File: config.mk
export PLATFORM = sky130hd
export DESIGN_NAME = mcad_host
export DESIGN_NICKNAME = d
export VERILOG_FILES = /design/src/logic/mcad_pkg.sv /design/src/logic/mcad_host.sv
export VERILOG_INCLUDE_DIRS = /design/src /design/src/logic
export SDC_FILE = /design/constraint.sdc
export NUM_CORES = 1
export LEC_CHECK = 0
export ABC_AREA = 0
export ABC_CLOCK_PERIOD_IN_PS = 2900
export BUFFER_PORTS_ARGS = -buffer_cell sky130_fd_sc_hd__buf_2
export CORE_MARGIN = 3
export CORE_UTILIZATION = 45
export DETAILED_ROUTE_END_ITERATION = 10
export GPL_TIMING_DRIVEN = 0
export PLACE_DENSITY = 0.68
export REMOVE_ABC_BUFFERS = 1
export SYNTH_ARGS = -nofsm -noshare
export SYNTH_HDL_FRONTEND = slang
export SYNTH_SLANG_ARGS = --single-unit
File: constraint.sdc
create_clock -name sys_clk -period 2.9 [get_ports sys_clk]
set_input_delay 0.145 -clock sys_clk [delete_from_list [all_inputs] [get_ports sys_clk]]
set_output_delay 0.145 -clock sys_clk [all_outputs]
set_load 0.01 [all_outputs]
File: src/logic/mcad_consts.svh
// mcad_consts.svh: timing counts and counter width for the card host controller
// assumes a 25 MHz system clock
`ifndef MCAD_CONSTS_SVH
`define MCAD_CONSTS_SVH
`define MCAD_CLK_MHZ 25
// strobe width and setup/hold, in ns
`define MCAD_SETUP_NS 80
`define MCAD_STROBE_NS 250
`define MCAD_HOLD_NS 40
`define MCAD_CYC(ns) ((((ns) * `MCAD_CLK_MHZ) + 999) / 1000)
`define MCAD_SETUP_CYC `MCAD_CYC(`MCAD_SETUP_NS)
`define MCAD_STROBE_CYC `MCAD_CYC(`MCAD_STROBE_NS)
`define MCAD_HOLD_CYC `MCAD_CYC(`MCAD_HOLD_NS)
`define MCAD_CNT_W 4
`endif

File: src/logic/mcad_pkg.sv
// mcad_pkg.sv: types for the card host controller
// assumes nothing beyond the consts header
`default_nettype none
package mcad_pkg;
    typedef enum logic [1:0] {
        MCAD_MODE_BYTE = 2'h0,
        MCAD_MODE_WORD = 2'h1,
        MCAD_MODE_ODD = 2'h2
    } mcad_mode_t;

    typedef enum logic [1:0] {
        MCAD_OP_MAIN_RD = 2'h0,
        MCAD_OP_MAIN_WR = 2'h1,
        MCAD_OP_MAIN_PGM = 2'h2,
        MCAD_OP_ATTR_RD = 2'h3
    } mcad_op_t;

    typedef struct packed {
        mcad_op_t op;
        mcad_mode_t mode;
        logic [25:0] addr;
        logic [15:0] wdata;
    } mcad_req_t;

    // card pin image; all strobes active low
    typedef struct packed {
        logic reg_n;
        logic ce1_n;
        logic ce2_n;
        logic oe_n;
        logic we_n;
        logic vpp1_prog;
        logic vpp2_prog;
        logic [25:0] addr;
    } mcad_pins_t;
endpackage : mcad_pkg
`default_nettype wire

File: src/logic/mcad_host.sv
// mcad_host.sv: host controller driving a memory card's access pins
// assumes the card data bus is resolved outside from d_out/d_oe; no real clock on the card
//
// How it works
// - main writes use select, enables and A0 exactly as main reads do
// - every main write holds output enable high and pulses write enable low
// - byte, word and odd-only modes pick enables and data lanes
// - programming drives the same control pins as a static RAM write
// - byte program, odd address: VPP2 at program level, VPP1 normal
// - byte program, even address: VPP1 at program level, VPP2 normal
// - odd-only program: VPP2 at program level, VPP1 normal, A0 free
// - word program: both VPP supplies at program level throughout
// - attribute read holds select low and write enable high, and pulses output enable low in the strobe only
// - main read holds select high and pulses output enable low in the strobe only
`include "mcad_consts.svh"
`default_nettype none
module mcad_host #(
    parameter int ADDR_W = 26
) (
    input wire logic sys_clk,
    input wire logic reset_n,
    input wire logic req_valid,
    input wire mcad_pkg::mcad_req_t req,
    output logic req_ready,
    output logic done,
    output logic [15:0] rdata,
    output var mcad_pkg::mcad_pins_t pins,
    output logic [15:0] d_out,
    output logic [1:0] d_oe,
    input wire logic [15:0] d_in
);
    import mcad_pkg::*;

    // ----------------------------------------
    // state
    // ----------------------------------------
    typedef enum logic [1:0] {
        MCAD_ST_IDLE = 2'h0,
        MCAD_ST_SETUP = 2'h1,
        MCAD_ST_STROBE = 2'h2,
        MCAD_ST_HOLD = 2'h3
    } mcad_state_t;

    localparam logic [`MCAD_CNT_W-1:0] SETUP_C = `MCAD_CNT_W'(`MCAD_SETUP_CYC);
    localparam logic [`MCAD_CNT_W-1:0] STROBE_C = `MCAD_CNT_W'(`MCAD_STROBE_CYC);
    localparam logic [`MCAD_CNT_W-1:0] HOLD_C = `MCAD_CNT_W'(`MCAD_HOLD_CYC);

    mcad_state_t state_reg;
    logic [`MCAD_CNT_W-1:0] cnt_reg;
    mcad_req_t cur_reg;
    logic [15:0] din_s1_reg;
    logic [15:0] din_s2_reg;
    logic [15:0] din_s3_reg;
    logic [15:0] din_flt_reg;

    function automatic logic is_read(input mcad_op_t op);
        is_read = (op == MCAD_OP_MAIN_RD) || (op == MCAD_OP_ATTR_RD);
    endfunction : is_read

    // ----------------------------------------
    // read data synchroniser
    // ----------------------------------------
    always_ff @(posedge sys_clk or negedge reset_n) begin
        if (!reset_n) begin
            din_s1_reg <= 16'h0000;
            din_s2_reg <= 16'h0000;
            din_s3_reg <= 16'h0000;
            din_flt_reg <= 16'h0000;
        end else begin
            din_s1_reg <= d_in;
            din_s2_reg <= din_s1_reg;
            din_s3_reg <= din_s2_reg;
            // a bit moves only once stages two and three agree
            din_flt_reg <= (din_s2_reg & din_s3_reg) | (din_flt_reg & (din_s2_reg | din_s3_reg));
        end
    end

    // ----------------------------------------
    // sequencer
    // ----------------------------------------
    always_ff @(posedge sys_clk or negedge reset_n) begin
        if (!reset_n) begin
            state_reg <= MCAD_ST_IDLE;
            cnt_reg <= '0;
            cur_reg <= '0;
            req_ready <= 1'b0;
            done <= 1'b0;
        end else begin
            done <= 1'b0;
            case (state_reg)
                MCAD_ST_IDLE: begin
                    req_ready <= 1'b1;
                    if (req_valid && req_ready) begin
                        cur_reg <= req;
                        // attribute space is byte wide: force byte mode, even address
                        if (req.op == MCAD_OP_ATTR_RD) begin
                            cur_reg.mode <= MCAD_MODE_BYTE;
                            cur_reg.addr[0] <= 1'b0;
                        end
                        req_ready <= 1'b0;
                        cnt_reg <= SETUP_C;
                        state_reg <= MCAD_ST_SETUP;
                    end
                end
                MCAD_ST_SETUP: begin
                    if (cnt_reg <= 1) begin
                        cnt_reg <= STROBE_C;
                        state_reg <= MCAD_ST_STROBE;
                    end else begin
                        cnt_reg <= cnt_reg - 1'b1;
                    end
                end
                MCAD_ST_STROBE: begin
                    if (cnt_reg <= 1) begin
                        cnt_reg <= HOLD_C;
                        state_reg <= MCAD_ST_HOLD;
                    end else begin
                        cnt_reg <= cnt_reg - 1'b1;
                    end
                end
                MCAD_ST_HOLD: begin
                    if (cnt_reg <= 1) begin
                        done <= 1'b1;
                        state_reg <= MCAD_ST_IDLE;
                    end else begin
                        cnt_reg <= cnt_reg - 1'b1;
                    end
                end
                default: begin
                    state_reg <= MCAD_ST_IDLE;
                end
            endcase
        end
    end

    // ----------------------------------------
    // card pins
    // ----------------------------------------
    always_ff @(posedge sys_clk or negedge reset_n) begin
        if (!reset_n) begin
            pins <= '{reg_n: 1'b1, ce1_n: 1'b1, ce2_n: 1'b1, oe_n: 1'b1, we_n: 1'b1,
                      vpp1_prog: 1'b0, vpp2_prog: 1'b0, addr: '0};
        end else if (state_reg == MCAD_ST_IDLE) begin
            // strobe already high in hold; enables rise a cycle later, address keeps its value
            pins <= '{reg_n: 1'b1, ce1_n: 1'b1, ce2_n: 1'b1, oe_n: 1'b1, we_n: 1'b1,
                      vpp1_prog: 1'b0, vpp2_prog: 1'b0, addr: pins.addr};
        end else begin
            pins.addr <= cur_reg.addr;
            pins.reg_n <= (cur_reg.op != MCAD_OP_ATTR_RD);
            pins.ce1_n <= (cur_reg.mode == MCAD_MODE_ODD);
            pins.ce2_n <= (cur_reg.mode == MCAD_MODE_BYTE);
            pins.oe_n <= !(is_read(cur_reg.op) && state_reg == MCAD_ST_STROBE);
            pins.we_n <= !(!is_read(cur_reg.op) && state_reg == MCAD_ST_STROBE);
            if (cur_reg.op == MCAD_OP_MAIN_PGM) begin
                case (cur_reg.mode)
                    MCAD_MODE_WORD: begin
                        pins.vpp1_prog <= 1'b1;
                        pins.vpp2_prog <= 1'b1;
                    end
                    MCAD_MODE_ODD: begin
                        pins.vpp1_prog <= 1'b0;
                        pins.vpp2_prog <= 1'b1;
                    end
                    default: begin
                        pins.vpp1_prog <= !cur_reg.addr[0];
                        pins.vpp2_prog <= cur_reg.addr[0];
                    end
                endcase
            end else begin
                pins.vpp1_prog <= 1'b0;
                pins.vpp2_prog <= 1'b0;
            end
        end
    end

    // ----------------------------------------
    // data lanes and read capture
    // ----------------------------------------
    always_ff @(posedge sys_clk or negedge reset_n) begin
        if (!reset_n) begin
            d_out <= 16'h0000;
            d_oe <= 2'h0;
        end else if (!is_read(cur_reg.op) && state_reg != MCAD_ST_IDLE) begin
            // write data stands through hold, past the rising write strobe
            case (cur_reg.mode)
                MCAD_MODE_WORD: begin
                    d_out <= cur_reg.wdata;
                    d_oe <= 2'h3;
                end
                MCAD_MODE_ODD: begin
                    d_out <= {cur_reg.wdata[15:8], 8'h00};
                    d_oe <= 2'h2;
                end
                default: begin
                    d_out <= {8'h00, cur_reg.wdata[7:0]};
                    d_oe <= 2'h1;
                end
            endcase
        end else begin
            d_out <= 16'h0000;
            d_oe <= 2'h0;
        end
    end

    always_ff @(posedge sys_clk or negedge reset_n) begin
        if (!reset_n) begin
            rdata <= 16'h0000;
        end else if (state_reg == MCAD_ST_HOLD && cnt_reg <= 1 && is_read(cur_reg.op)) begin
            if (cur_reg.op == MCAD_OP_ATTR_RD) begin
                rdata <= {8'h00, din_flt_reg[7:0]};
            end else if (cur_reg.mode == MCAD_MODE_BYTE) begin
                rdata <= {8'h00, din_flt_reg[7:0]};
            end else if (cur_reg.mode == MCAD_MODE_ODD) begin
                rdata <= {din_flt_reg[15:8], 8'h00};
            end else begin
                rdata <= din_flt_reg;
            end
        end
    end
endmodule : mcad_host
`default_nettype wire

Word level (Yosys, flattened, before mapping)
Index checks and enable logic that the tools add are counted.

word-level totals
  register bits = 185
  bits of input ports = 65

operators by class
  add/subtract/negate cells = 1
  magnitude comparators = 1
  equality and inequality tests = 14
  mux-type cells = 25
  bitwise operators = 4
  reductions and logical operators = 18

operator list
  kind                   number
  $mux W16               3
  $mux W33               1
  $and A16 B16 Y16       2
  $or A16 B16 Y16        2
  $pmux W16 S2           1
  $mux W4                4
  $pmux W4 S4            1
  $mux W2                7
  $eq A2 B2 Y1 const B   6
  $ne A2 B2 Y1 const B   6
  $mux W8                1
  $pmux W2 S2            2
  $pmux W2 S4            1
  $logic_and A1 B1 Y1    6
  $logic_not A2 Y1       3
  $eq A2 B1 Y1 const B   2
  $le A4 B1 Y1 const B   1
  $logic_not A1 Y1       4
  $mux W1                4
  $reduce_and A2 Y1      2
  $reduce_and A4 Y1      1
  $sub A4 B1 Y4 const B  1
  $reduce_bool A2 Y1     1
  $logic_or A1 B1 Y1     1

Logic depth before layout (Yosys ltp)
  depth after elaboration = 6
  mapped depth = 8

Worst setup path before layout
Ideal clock, no wire load.

  path kind = flip-flop to flip-flop
  from = register state_reg[0]
  to = register state_reg[1]
  library setup time = 125 ps
  arrival = 1,515 ps
  data required time = 2,775 ps
  path slack = 1,260 ps
  cell stages (with the launch flop) = 7
  path buffers = 1
  period minus slack after synthesis = 1,640 ps
  cell sequence = dfrtp_1 > ha_1 > buf_2 > or2_1 > nor2_2 > o21ba_2 > mux2_4

on the way
  cells in the longest elaborated chain, start to end = 3
  elaborated cells on any way between the ends = 10

ends and longest elaborated chain
  what                                        RTL line          RTL
  from (decl)                                 mcad_host.sv:48   mcad_state_t state_reg;
  from (signal assigned)                      mcad_host.sv:83   state_reg <= MCAD_ST_IDLE;
  from (signal assigned)                      mcad_host.sv:102  state_reg <= MCAD_ST_SETUP;
  from (signal assigned)                      mcad_host.sv:108  state_reg <= MCAD_ST_STROBE;
  $eq A2 B1 Y1, or another cell as far along  mcad_host.sv:90   case (state_reg)
  $ne A2 B2 Y1 (no line)                      --
  $reduce_and A4 Y1 (no line)                 --

Parallel ways exist; a longest one is shown, timed or not.
A chain may end at the register's enable or synchronous reset.

Worst setup path in the final report
  from = register cnt_reg[0]
  to = register rdata[13]

on the way
  cells in the longest elaborated chain, start to end = 3

ends and longest elaborated chain
  what                               RTL line          RTL
  from (decl)                        mcad_host.sv:49   logic [`MCAD_CNT_W-1:0] cnt_reg;
  from (signal assigned)             mcad_host.sv:110  cnt_reg <= cnt_reg - 1'b1;
  from (signal assigned)             mcad_host.sv:118  cnt_reg <= cnt_reg - 1'b1;
  from (signal assigned)             mcad_host.sv:126  cnt_reg <= cnt_reg - 1'b1;
  $le A4 B1 Y1                       mcad_host.sv:208  end else if (state_reg == MCAD_ST_HOLD && cnt_reg <= 1 && is_read(cur_reg.op)) begin
  $logic_and A1 B1 Y1 (2 in series)  mcad_host.sv:208
  to (signal assigned)               mcad_host.sv:210  rdata <= {8'h00, din_flt_reg[7:0]};
  to (signal assigned)               mcad_host.sv:212  rdata <= {8'h00, din_flt_reg[7:0]};
  to (signal assigned)               mcad_host.sv:214  rdata <= {din_flt_reg[15:8], 8'h00};
  to (decl)                          mcad_host.sv:26   output logic [15:0] rdata,

No other way between the ends.

==> flow_summary.json <==
{
  "synth_top_area_share": 0.688,
  "drive_gt1_frac": 0.389,
  "final_hold_viol_count": 0,
  "cts_inserted_buffers": 17,
  "die_h_um": 127,
  "drv_cap": 0,
  "postCtsHoldBufs": 63,
  "ant_nets": 0,
  "r2r-start": "cnt_reg[0]",
  "power.switching_mw": 2.70,
  "synth_seq_cells": 185,
  "timing.final.crit_share": 0.769,
  "power-per-cell-area_nw_per_um2": 1030,
  "synthToLayoutAreaGrowth_pct": 32.6,
  "cp.required_ns": 3.24,
  "synth_cell_type_count": 41,
  "synth_cells": 431,
  "clock_path_buffers": 2,
  "reg2reg_slack_ns": 0.67,
  "synthAdderAreaFrac": 0.0455,
  "finalSetupViolCount": 0,
  "drt_iter0_drc": 188,
  "cts-root-buf": "clkbuf_16",
  "critPathTopFamily": "simple AND/OR/NAND/NOR gates",
  "rsz0062_at_grt": "false",
  "globalplace.congestion": 0.745,
  "worst_path_max_delay_cell": "and4b_1",
  "cp.arrival_ns": 2.57,
  "hp-start": "req_valid",
  "final_core_util": 0.618,
  "pwr-share-clk": 0.261,
  "worstPathMaxFanout": 32,
  "max_freq_mhz": 448,
  "ys_warn_count": 0,
  "synth_xor_area_frac": 0,
  "slew_viol_final": 0,
  "initial_core_util": 0.466,
  "nets": 710,
  "n_antenna_cell": 0,
  "criticalPathCategory": "reg2reg",
  "worstMarginPinSlew_ns": 1.13,
  "synth-compound-area-share": 0.0357,
  "wirelength_um": 12700,
  "cts_setup_buffers": 0,
  "num_vias": 3948,
  "synth_mux_area_frac": 0.127,
  "netlist_top_cells_area": "dfrtp_1, mux2_2, maj3_1",
  "largest_register_ffs": 46,
  "grt_overflow": 0,
  "critical_path_depth": 6,
  "path_cells": "inv_1 > ha_1 > nor2_1 > and4b_1 > nand3_1 > o21ai_1",
  "crit_path_end_kind": "register",
  "cts_resized": 0,
  "ys_seq_area_frac": 0.708,
  "leakagePower_nw": 4.12,
  "hold_slack_ns": 0.115,
  "placement_rows": 43,
  "grt_pass1_vias": 4347,
  "fp.dieW_um": 127,
  "slowest_delay_ns": 1.01,
  "drt-vias-per-instance": 4.78,
  "clkSinkCount": 185,
  "skew_ns": 0.00846,
  "start_kind": "register",
  "hold_path_class": "in2reg",
  "relSlewSlack": 0.247,
  "ir_drop_v": 0.000638,
  "drcViolationCount": 0,
  "grt_first_pass_wirelength_um": 21600,
  "crit_path_start": "cnt_reg[0]",
  "grtUsageTotal": 0.169,
  "die_area_um2": 16000,
  "r2r_cells": 6,
  "path_buf_inv": 1,
  "insertion_delay_ns": 0.42,
  "p_seq_frac": 0.430,
  "synth_top_family_by_area": "multiplexers",
  "finalWorstPathRequiredPeriod_ns": 2.23,
  "comb_power_share": 0.309,
  "reg2reg_to": "rdata[13]",
  "path_clk_slew_ns": 0.07,
  "syn_avg_cell_area_um2": 15.2,
  "grt_max_degree": 99,
  "cts_tree": "built",
  "switching_share": 0.302,
  "crit_end": "rdata[13]",
  "wl_per_cell_um": 15.3,
  "dp_hpwl_um": 8240,
  "antenna_found_initial": 0,
  "synthesis.area_um2": 6550,
  "yosys.area_share.simple": 0.0583,
  "synth_top_area_cell": "dfrtp_1",
  "boundaryPins": 134,
  "coreArea_um2": 14000,
  "ctsHtreeMaxLevel": 4,
  "p_int_mw": 6.23,
  "status": "completed",
  "io_buffers": 133,
  "drt_first_pass_iters": 4
}
## layer usage
metal	GRT usage	vias up	wire [um]
li1	-	1856	-
met5	0	-	0
met2	0.265	116	5870
met4	0.0492	0	170
met1	0.223	1961	5700
met3	0.0632	15	923
## power by group through the flow
stage                     registers (mW)  logic (mW)  clock network [mW]
final                               3.84        2.76                2.33
after global routing                3.95        3.07                2.51
after CTS                           3.84        2.80                2.41
after detailed placement            3.88        2.73                   0
after global placement              3.82        2.62                   0
after floorplan                     3.99        1.60                   0
## layout by cell type (no fill, tap or decap), types with 4 or more instances in the layout
cell | netlist | final
and2_1 | 17 | 17
dlygate4sd3_1 | 0 | 63
inv_1 | 24 | 24
nor2_1 | 10 | 10
nand2_1 | 10 | 10
clkbuf_8 | 0 | 5
clkbuf_16 | 0 | 17
maj3_1 | 16 | 16
ha_1 | 11 | 10
mux2_2 | 66 | 66
dfstp_2 | 5 | 5
o21ai_0 | 4 | 4
mux2_1 | 4 | 4
nand3_1 | 17 | 16
dfrtp_1 | 180 | 180
o21ai_1 | 16 | 16
buf_2 | 12 | 132
## kinds of logic after synthesis
family / Yosys count
AOI/OAI and AO/OA: 36
adders and majority gates: 27
buffers and inverters: 39
DFF: 185
muxes: 73
and+or+nand+nor: 71
## cells in the mapped netlist (all sizes together)
cell type and number:
nor2b 3, nand2 10, a21oi 1, a211oi 1, nand2b 2, a221oi 1, o21ba 1, clkbuf 1
maj3 16, nor3 5, ha 11, nand3 17, dfstp 5, dfrtp 180, mux2i 1, a21boi 1
a22o 1, a221o 1, o31ai 1, and2 17, nor2 12, or2 3, a21o 1, o21ai 21
o21a 2, o32a 1, buf 14, mux2 72, and4b 1, a2111oi 2, inv 24, nand3b 1
o22ai 1
## worst min-delay path, delay by kind of cell
kind	cells	cell delay (ns)
compound gates	2	0.16
buf+inv	1	0.11
simple gates	1	0.07
## metrics by stage
step | setup TNS (ns) | std cells | worst slack [ns] | instance area (um^2) | total power [mW]
global placement | -287.21 | 729 | -2.38 | 7360 | 6.44
finish | 0 | 826 | 0.669 | 8680 | 8.92
global route | 0 | 826 | 0.429 | 8680 | 9.53
CTS | 0 | 826 | 0.608 | 8680 | 9.04
floorplan | -36.95 | 416 | -0.848 | 6470 | 5.60
detailed placement | 0 | 732 | 0.608 | 7440 | 6.61
## layout make-up
class                   instances  area [um^2]
well taps                     180          225
repair buffers                199         1370
flip-flops and latches        185         4640
multi-input cells             207         1750
fillers                      1078         5360
clock inverters                 9          113
clock buffers                  22          494
inverters                      24         90.1
## worst min-delay path by stage
stage,endpoint,slack (ns),cells past startpoint
2_1_floorplan,cnt_reg[0],-0.15,0
3_3_place_gp,din_s1_reg[12],0.25,1
3_5_place_dp,din_flt_reg[3],0.19,1
4_1_cts,cnt_reg[2],0.09,4
5_1_grt,cnt_reg[2],0.11,4
6_report,cnt_reg[2],0.12,4
Power figures use the tool's default switching activity.
